===== src/include/jtag_tap_defs.vh =====
// Constants for the memory test access port
`ifndef JTAG_TAP_DEFS_VH
`define JTAG_TAP_DEFS_VH
`define IR_WIDTH        3
`define IR_EXT_TEST     3'h0
`define IR_IDENT        3'h1
`define IR_SAMPLE_HIZ   3'h2
`define IR_SAMPLE_PRE   3'h4
`define IR_BYPASS       3'h7
`define IR_CAPTURE_VAL  3'h1
`define ID_WIDTH        32
`define BSR_LEN         109
`define BSR_PINS        108
`define BSR_OE_BIT      108
`define ID_REV_MSB      31
`define ID_REV_LSB      29
`define ID_PART_MSB     28
`define ID_PART_LSB     12
`define ID_MAKER_MSB    11
`define ID_MAKER_LSB    1
`define ID_PRESENT_BIT  0
`define SYNC_STAGES     2
`endif


===== src/verilog/tap_state_ctrl.v =====
// Test access port state controller driven by detected test clock edges
`timescale 1ns/10ps
`default_nettype none
module tap_state_ctrl (
  input  wire       clock_in,     // System clock
  input  wire       reset_n_in,   // Asynchronous reset, active low
  input  wire       tck_rise_in,  // Test clock rising edge pulse
  input  wire       tms_in,       // Synchronised mode select
  output reg  [15:0] state_out    // One-hot controller state
);
  localparam [15:0] S_RESET = 16'h0001, S_IDLE = 16'h0002, S_SEL_DR = 16'h0004,
                    S_CAP_DR = 16'h0008, S_SH_DR = 16'h0010, S_EX1_DR = 16'h0020,
                    S_PA_DR = 16'h0040, S_EX2_DR = 16'h0080, S_UP_DR = 16'h0100,
                    S_SEL_IR = 16'h0200, S_CAP_IR = 16'h0400, S_SH_IR = 16'h0800,
                    S_EX1_IR = 16'h1000, S_PA_IR = 16'h2000, S_EX2_IR = 16'h4000,
                    S_UP_IR = 16'h8000;
  reg [15:0] state_d;

  // Next state per standard controller diagram
  always @* begin
    state_d = state_out;
    case (state_out)
      S_RESET:  state_d = tms_in ? S_RESET  : S_IDLE;
      S_IDLE:   state_d = tms_in ? S_SEL_DR : S_IDLE;
      S_SEL_DR: state_d = tms_in ? S_SEL_IR : S_CAP_DR;
      S_CAP_DR: state_d = tms_in ? S_EX1_DR : S_SH_DR;
      S_SH_DR:  state_d = tms_in ? S_EX1_DR : S_SH_DR;
      S_EX1_DR: state_d = tms_in ? S_UP_DR  : S_PA_DR;
      S_PA_DR:  state_d = tms_in ? S_EX2_DR : S_PA_DR;
      S_EX2_DR: state_d = tms_in ? S_UP_DR  : S_SH_DR;
      S_UP_DR:  state_d = tms_in ? S_SEL_DR : S_IDLE;
      S_SEL_IR: state_d = tms_in ? S_RESET  : S_CAP_IR;
      S_CAP_IR: state_d = tms_in ? S_EX1_IR : S_SH_IR;
      S_SH_IR:  state_d = tms_in ? S_EX1_IR : S_SH_IR;
      S_EX1_IR: state_d = tms_in ? S_UP_IR  : S_PA_IR;
      S_PA_IR:  state_d = tms_in ? S_EX2_IR : S_PA_IR;
      S_EX2_IR: state_d = tms_in ? S_UP_IR  : S_SH_IR;
      S_UP_IR:  state_d = tms_in ? S_SEL_DR : S_IDLE;
      default:  state_d = S_RESET;
    endcase
  end

  // Advance only on test clock rise
  always @(posedge clock_in or negedge reset_n_in) begin
    if (!reset_n_in) begin
      state_out <= S_RESET;
    end else if (tck_rise_in) begin
      state_out <= state_d;
    end
  end
endmodule // tap_state_ctrl
`default_nettype wire


===== src/verilog/sram_jtag_tap.v =====
// Boundary-scan test access port of the synchronous memory
`timescale 1ns/10ps
`default_nettype none
`include "jtag_tap_defs.vh"
module sram_jtag_tap #(
  parameter [2:0]  REVISION  = 3'h0,          // Arbitrary revision value
  parameter [16:0] PART_CODE = 17'h0_0001,    // Arbitrary part code
  parameter [10:0] MAKER     = 11'h001        // Arbitrary maker code
) (
  input  wire         clock_in,         // System clock, 50 MHz
  input  wire         reset_n_in,       // Asynchronous reset, active low
  input  wire         tck_in,           // Test clock pin
  input  wire         tms_in,           // Test mode select pin
  input  wire         tdi_in,           // Test data in pin
  input  wire [107:0] pin_sample_in,    // Pin ring values for capture
  input  wire         mem_oe_in,        // Memory core wants to drive outputs
  output reg          tdo_out,          // Test data out
  output reg          tdo_oe_n_out,     // Test data out enable, low drives
  output wire         mem_oe_out,       // Final memory output driver enable
  output reg  [107:0] pin_drive_out,    // Boundary update values for pins
  output wire         ext_test_out      // External test drives pins
);
  // Controller states that the data path decodes
  localparam [15:0] S_RESET  = 16'h0001;
  localparam [15:0] S_CAP_DR = 16'h0008;
  localparam [15:0] S_SH_DR  = 16'h0010;
  localparam [15:0] S_UP_DR  = 16'h0100;
  localparam [15:0] S_CAP_IR = 16'h0400;
  localparam [15:0] S_SH_IR  = 16'h0800;
  localparam [15:0] S_UP_IR  = 16'h8000;

  // Synchronised test pins and detected test clock edges
  reg [`SYNC_STAGES-1:0] tck_sync_q;
  reg [`SYNC_STAGES-1:0] tms_sync_q;
  reg [`SYNC_STAGES-1:0] tdi_sync_q;
  reg                    tck_prev_q;
  wire                   tck_s = tck_sync_q[`SYNC_STAGES-1];
  wire                   tms_s = tms_sync_q[`SYNC_STAGES-1];
  wire                   tdi_s = tdi_sync_q[`SYNC_STAGES-1];
  wire                   tck_rise = tck_s & ~tck_prev_q;
  wire                   tck_fall = ~tck_s & tck_prev_q;
  wire [15:0]            state;

  // Instruction, data path and pin ring registers
  reg [`BSR_PINS-1:0]    pin_meta_q;
  reg [`BSR_PINS-1:0]    pin_sync_q;
  reg [`IR_WIDTH-1:0]    ir_shift_q;
  reg [`IR_WIDTH-1:0]    ir_q;
  reg                    bypass_q;
  reg [`ID_WIDTH-1:0]    id_shift_q;
  reg [`BSR_LEN-1:0]     bsr_shift_q;
  reg                    oe_cell_q;
  reg                    tdo_d;
  reg                    tdo_oe_n_d;
  wire [`ID_WIDTH-1:0]   id_word;

  // Two-stage synchronisers for test pins
  always @(posedge clock_in or negedge reset_n_in) begin
    if (!reset_n_in) begin
      tck_sync_q <= {`SYNC_STAGES{1'b0}};
      tms_sync_q <= {`SYNC_STAGES{1'b1}};
      tdi_sync_q <= {`SYNC_STAGES{1'b1}};
      tck_prev_q <= 1'b0;
    end else begin
      tck_sync_q <= {tck_sync_q[`SYNC_STAGES-2:0], tck_in};
      tms_sync_q <= {tms_sync_q[`SYNC_STAGES-2:0], tms_in};
      tdi_sync_q <= {tdi_sync_q[`SYNC_STAGES-2:0], tdi_in};
      tck_prev_q <= tck_s;
    end
  end

  // Pin ring values pass two flip-flops before capture
  always @(posedge clock_in or negedge reset_n_in) begin
    if (!reset_n_in) begin
      pin_meta_q <= {`BSR_PINS{1'b0}};
      pin_sync_q <= {`BSR_PINS{1'b0}};
    end else begin
      pin_meta_q <= pin_sample_in;
      pin_sync_q <= pin_meta_q;
    end
  end

  // State controller advances on detected test clock rises
  tap_state_ctrl u_ctrl (
    .clock_in    (clock_in),
    .reset_n_in  (reset_n_in),
    .tck_rise_in (tck_rise),
    .tms_in      (tms_s),
    .state_out   (state)
  );

  // Fixed identification word
  assign id_word[`ID_REV_MSB:`ID_REV_LSB]     = REVISION;
  assign id_word[`ID_PART_MSB:`ID_PART_LSB]   = PART_CODE;
  assign id_word[`ID_MAKER_MSB:`ID_MAKER_LSB] = MAKER;
  assign id_word[`ID_PRESENT_BIT]             = 1'b1;

  // Instruction shift and update, three bits
  always @(posedge clock_in or negedge reset_n_in) begin
    if (!reset_n_in) begin
      ir_shift_q <= `IR_CAPTURE_VAL;
      ir_q       <= `IR_IDENT;
    end else if (tck_rise) begin
      if (state == S_RESET) begin
        ir_q <= `IR_IDENT;
      end else if (state == S_CAP_IR) begin
        ir_shift_q <= `IR_CAPTURE_VAL;
      end else if (state == S_SH_IR) begin
        ir_shift_q <= {tdi_s, ir_shift_q[`IR_WIDTH-1:1]};
      end else if (state == S_UP_IR) begin
        ir_q <= ir_shift_q;
      end
    end
  end

  // Path selection decoded from the active instruction
  wire sel_bsr = (ir_q == `IR_EXT_TEST) || (ir_q == `IR_SAMPLE_HIZ) ||
                 (ir_q == `IR_SAMPLE_PRE);
  wire sel_id  = (ir_q == `IR_IDENT);

  // Data registers: capture and shift
  always @(posedge clock_in or negedge reset_n_in) begin
    if (!reset_n_in) begin
      bypass_q    <= 1'b0;
      id_shift_q  <= {`ID_WIDTH{1'b0}};
      bsr_shift_q <= {`BSR_LEN{1'b0}};
    end else if (tck_rise) begin
      if (state == S_CAP_DR) begin
        bypass_q <= 1'b0;
        if (sel_id) begin
          id_shift_q <= id_word;
        end
        if (sel_bsr) begin
          bsr_shift_q <= {oe_cell_q, pin_sync_q};
        end
      end else if (state == S_SH_DR) begin
        bypass_q <= tdi_s;
        if (sel_id) begin
          id_shift_q <= {tdi_s, id_shift_q[`ID_WIDTH-1:1]};
        end
        if (sel_bsr) begin
          bsr_shift_q <= {tdi_s, bsr_shift_q[`BSR_LEN-1:1]};
        end
      end
    end
  end

  // Enable cell latch; presets high at reset and in reset state
  always @(posedge clock_in or negedge reset_n_in) begin
    if (!reset_n_in) begin
      oe_cell_q <= 1'b1;
    end else if (tck_rise) begin
      if (state == S_RESET) begin
        oe_cell_q <= 1'b1;
      end else if (state == S_UP_DR && sel_bsr) begin
        oe_cell_q <= bsr_shift_q[`BSR_OE_BIT];
      end
    end
  end

  // Pin update latches, loaded at update under boundary paths
  always @(posedge clock_in or negedge reset_n_in) begin
    if (!reset_n_in) begin
      pin_drive_out <= {`BSR_PINS{1'b0}};
    end else if (tck_rise && state == S_UP_DR && sel_bsr) begin
      pin_drive_out <= bsr_shift_q[`BSR_PINS-1:0];
    end
  end

  // Output driver control per instruction
  assign ext_test_out = (ir_q == `IR_EXT_TEST);
  assign mem_oe_out   = (ir_q == `IR_SAMPLE_HIZ) ? 1'b0 :
                        ext_test_out ? oe_cell_q :
                        mem_oe_in;

  // Serial output mux, changes on test clock fall
  always @* begin
    tdo_d      = tdo_out;
    tdo_oe_n_d = tdo_oe_n_out;
    if (tck_fall) begin
      tdo_oe_n_d = 1'b1;
      tdo_d      = 1'b0;
      if (state == S_SH_IR) begin
        tdo_oe_n_d = 1'b0;
        tdo_d      = ir_shift_q[0];
      end else if (state == S_SH_DR) begin
        tdo_oe_n_d = 1'b0;
        if (sel_bsr) begin
          tdo_d = bsr_shift_q[0];
        end else if (sel_id) begin
          tdo_d = id_shift_q[0];
        end else begin
          tdo_d = bypass_q;
        end
      end
    end
  end

  // Register serial output and its enable
  always @(posedge clock_in or negedge reset_n_in) begin
    if (!reset_n_in) begin
      tdo_out      <= 1'b0;
      tdo_oe_n_out <= 1'b1;
    end else begin
      tdo_out      <= tdo_d;
      tdo_oe_n_out <= tdo_oe_n_d;
    end
  end
endmodule // sram_jtag_tap
`default_nettype wire


===== config.mk =====
export PLATFORM = sky130hd
export DESIGN_NAME = sram_jtag_tap
export DESIGN_NICKNAME = d
export VERILOG_FILES = /design/src/verilog/tap_state_ctrl.v /design/src/verilog/sram_jtag_tap.v
export VERILOG_INCLUDE_DIRS = /design/src /design/src/include
export SDC_FILE = /design/constraint.sdc
export NUM_CORES = 1
export LEC_CHECK = 0
export BUFFER_PORTS_ARGS = -buffer_cell sky130_fd_sc_hd__buf_2
export CAP_MARGIN = 20
export CORE_UTILIZATION = 50
export CTS_CLUSTER_SIZE = 10
export DETAILED_ROUTE_END_ITERATION = 10
export PLACE_DENSITY = 0.7
export REMOVE_ABC_BUFFERS = 1
export SLEW_MARGIN = 20
export SYNTH_ARGS = -nofsm -noshare
export SYNTH_HDL_FRONTEND = slang
export SYNTH_SLANG_ARGS = --single-unit

===== constraint.sdc =====
create_clock -name clock_in -period 2.4 [get_ports clock_in]
set_input_delay 0.12 -clock clock_in [delete_from_list [all_inputs] [get_ports clock_in]]
set_output_delay 0.12 -clock clock_in [all_outputs]
set_load 0.02 [all_outputs]

==> reports/metrics.yaml <==
status:
  outcome: "completed"
pwr:
  max-vdd-ir-drop_uv: 719
  p_leak_nw: 10.4
  powerDensity_nw_per_um2: 762
  p_total_mw: 17.1
sta:
  whs_ns: 0.104
  finalSetupViolations: 0
  hold_violations: 0
  skew_ns: 0.0284
  worst_pin_slew_ns: 0.568
  setup_slack_ns: 0.0934
  post-route-min-period_ns: 2.31
  timing.fmax_mhz: 434
  timing.final.crit_share: 0.961
  max_slew_margin: 0.621
  rsz0062_at_grt: "no"
  slew_violations: 0
yosys:
  synth_edf_count: 0
  yosysSeqAreaShare: 0.713
  synth_area_per_cell_um2: 13.8
  synth_ff_type: "dfrtp_1"
  yosysWarnings: 0
  postSynthCellCount: 1263
  yosysUniqueCellTypes: 49
  yosys.area.top_type: "dfrtp_1"
  synth_async_sr_flop_share: 1.00
  synth_area_um2: 17500
  synth.area.top_cells: "dfrtp_1 (70%), mux2_2 (7.0%), mux2i_1 (6.2%), nand2_1 (4.0%), o21ai_0 (3.4%)"
  synth_seq_cells: 498
  synth.top_cell.area_share: 0.700
critical_path:
  crit_required_ns: 2.86
  cp_top_family: "simple AND/OR/NAND/NOR gates"
  timing.critical_path.buf_inv: 3
  cp.arrival_ns: 2.77
  crit_path_cell_trace: "buf_4 -> or4b_2 -> nor3_2 -> buf_12 -> buf_12 -> mux2_2"
  crit_path_start_kind: "flip-flop"
  worst_path_max_delay_cell: "or4b_2"
  cp_common_cell: "buf_12"
  r2r_cells: 6
  critical_path_class: "reg2reg"
  reg2reg_from: "u_ctrl.state_out[8]"
  rrSetupSlack_ns: 0.09
  critical_path.max_stage_delay_ns: 0.63
  cp.depth: 6
  end_kind: "flip-flop"
  reg2reg_to: "pin_drive_out[52]"
  worstPathMaxFanout: 18
place:
  gp_congestion: 0.819
  pre_cts_slack_ns: 0.0308
  io_buffers: 225
  dpl.hpwl_mm: 23.0
floorplan:
  dieHeight_um: 189
  rows: 68
  core_um2: 34500
  die_w_um: 189
  ios: 226
  initial_core_util: 0.507
  die-area_um2: 35700
drt:
  vias: 10900
  wl_per_cell_um: 17.5
  drtAntennaViolNets: 0
  drc: 0
  drt-pass1-iter-count: 5
  drt-total-wl_mm: 37.2
  vias_per_cell: 5.11
  drt_iter0_markers: 754
global_routing:
  grt_overflow: 0
  grt.total_usage: 0.213
  grt_max_degree: 73
  grt_pass1_vias: 11300
  antenna_found_initial: 2
  grt_first_pass_wirelength_mm: 60.0
clocking:
  path_clk_slew_ns: 0.06
  cts_tree: "yes"
  root_buffer: "clkbuf_16"
  clock_sinks: 498
  clk-insertion-delay-late_ns: 0.59
  cts_buffers: 56
  htreeDepth: 2
  cts_buffer_depth: 3
final_layout:
  multi_input_area_um2: 4610
  layout_commonest_cell: "dfrtp_1"
  syn2layout_area_growth_pct: 28.1
  final_nets: 1769
  final_cell_mix: "dfrtp_1 (487), buf_2 (224), nand2_1 (185)"
  drive_gt1_frac: 0.296
  final-seq-area_um2: 12500
  fillers: 2518
flow_run:
  maxCapViolations: 0
worst_hold_path:
  hold_path_class: "in2async"
## sequential cells by signal, indices dropped and copies added (netlist names)
| name | count |
|---|---|
| id_shift_q | 32 |
| tdi_sync_q | 2 |
| bsr_shift_q | 109 |
| oe_cell_q | 1 |
| pin_sync_q | 108 |
| bypass_q | 1 |
| pin_meta_q | 108 |
| tdo_oe_n_out | 1 |
| tdo_out | 1 |
| ir_shift_q | 3 |
| tck_sync_q | 2 |
| ir_q | 3 |
| tms_sync_q | 2 |
| u_ctrl.state_out | 16 |
| tck_prev_q | 1 |
| pin_drive_out | 108 |
## worst max path at each step
stage          slack [ns]                end                 start
3_5_place_dp         0.03     bsr_shift_q[9]  u_ctrl.state_out[13]
6_report             0.09  pin_drive_out[52]   u_ctrl.state_out[8]
2_1_floorplan      -14.98   bsr_shift_q[100]  u_ctrl.state_out[12]
5_1_grt             0.002    bsr_shift_q[94]  u_ctrl.state_out[13]
3_3_place_gp         0.06     bsr_shift_q[6]  u_ctrl.state_out[13]
4_1_cts              0.02    bsr_shift_q[82]  u_ctrl.state_out[13]
## through the flow
step | setup TNS, ns | util | instances | instance area [um2]
6_report | 0 | 0.650 | 2128 | 22400
5_1_grt | 0 | 0.650 | 2127 | 22400
4_1_cts | 0 | 0.646 | 2115 | 22300
3_5_place_dp | 0 | 0.569 | 1930 | 19600
3_3_place_gp | 0 | 0.569 | 1930 | 19600
2_1_floorplan | -2504.29 | - | 1185 | 17100
## timing repair
item | CTS | global route
pin swaps | 0 | 1
gates resized for setup | 1 | 8
buffers inserted | 0 | 9
hold buffers | 112 | 0
endpoints found under the hold margin | 350 | 0
cloned | 0 | 1
endpoints found under the setup margin | 1 | 170
## worst register-to-register path, cell delays in order, from the launching register on
cell and delay, ns:
dfrtp_1 0.35, buf_4 0.15, or4b_2 0.63, nor3_2 0.26
buf_12 0.23, buf_12 0.20, mux2_2 0.35
## Yosys cell counts (3+ instances only)
master	number
a22o_1	3
a21o_1	3
dfstp_2	9
o31ai_1	6
o21ai_0	119
a31oi_1	3
mux2i_1	109
nand2b_1	4
nor4_1	11
dfrtp_1	489
xnor2_1	4
clkbuf_1	35
inv_1	10
or4_1	4
o21ai_1	34
buf_2	29
buf_4	6
or4b_2	4
nor2_1	12
mux2_2	109
nand2_1	185
nand4_1	8
nor3_1	14
buf_6	7
nand3_1	9
a21oi_1	6
## layer usage
| metal | vias to the layer above | global-route usage | part of all wire |
|---|---|---|---|
| met2 | 279 | 0.338 | 0.48 |
| met4 | 0 | 0.0751 | 0.022 |
| met3 | 65 | 0.0449 | 0.054 |
| met5 | - | 0 | 0 |
| met1 | 5435 | 0.293 | 0.45 |
| li1 | 5100 | - | - |
## power by group
| group | total, mW | internal [mW] | switching (mW) |
|---|---|---|---|
| registers | 8.77 | 8.65 | 0.120 |
| logic | 0.966 | 0.464 | 0.503 |
| clock network | 7.33 | 4.26 | 3.07 |
| total | 17.1 | 13.4 | 3.69 |
## area by class of cell
cell class                      count  share of cell area
Sequential cell                   498               0.557
Tap cell                          455              0.0254
Inverter                           10             0.00168
Multi-Input combinational cell    677               0.206
Clock buffer                       70              0.0663
Timing Repair Buffer              412               0.142
Clock inverter                      3             0.00117
Antenna cell                        3            0.000335
## cells by family (layout without fill, tap and decap cells)
logic type	Yosys count	in the layout	share of synthesized area
muxes	218	218	0.133
AOI/OAI and AO/OA	188	188	0.0584
DFF	498	498	0.713
xor gates and xnor gates	6	6	0.00301
other	0	3	0
and+or+nand+nor	265	265	0.0675
buffers and inverters	88	495	0.0253
No activity file was read; power rests on OpenSTA's default activity.
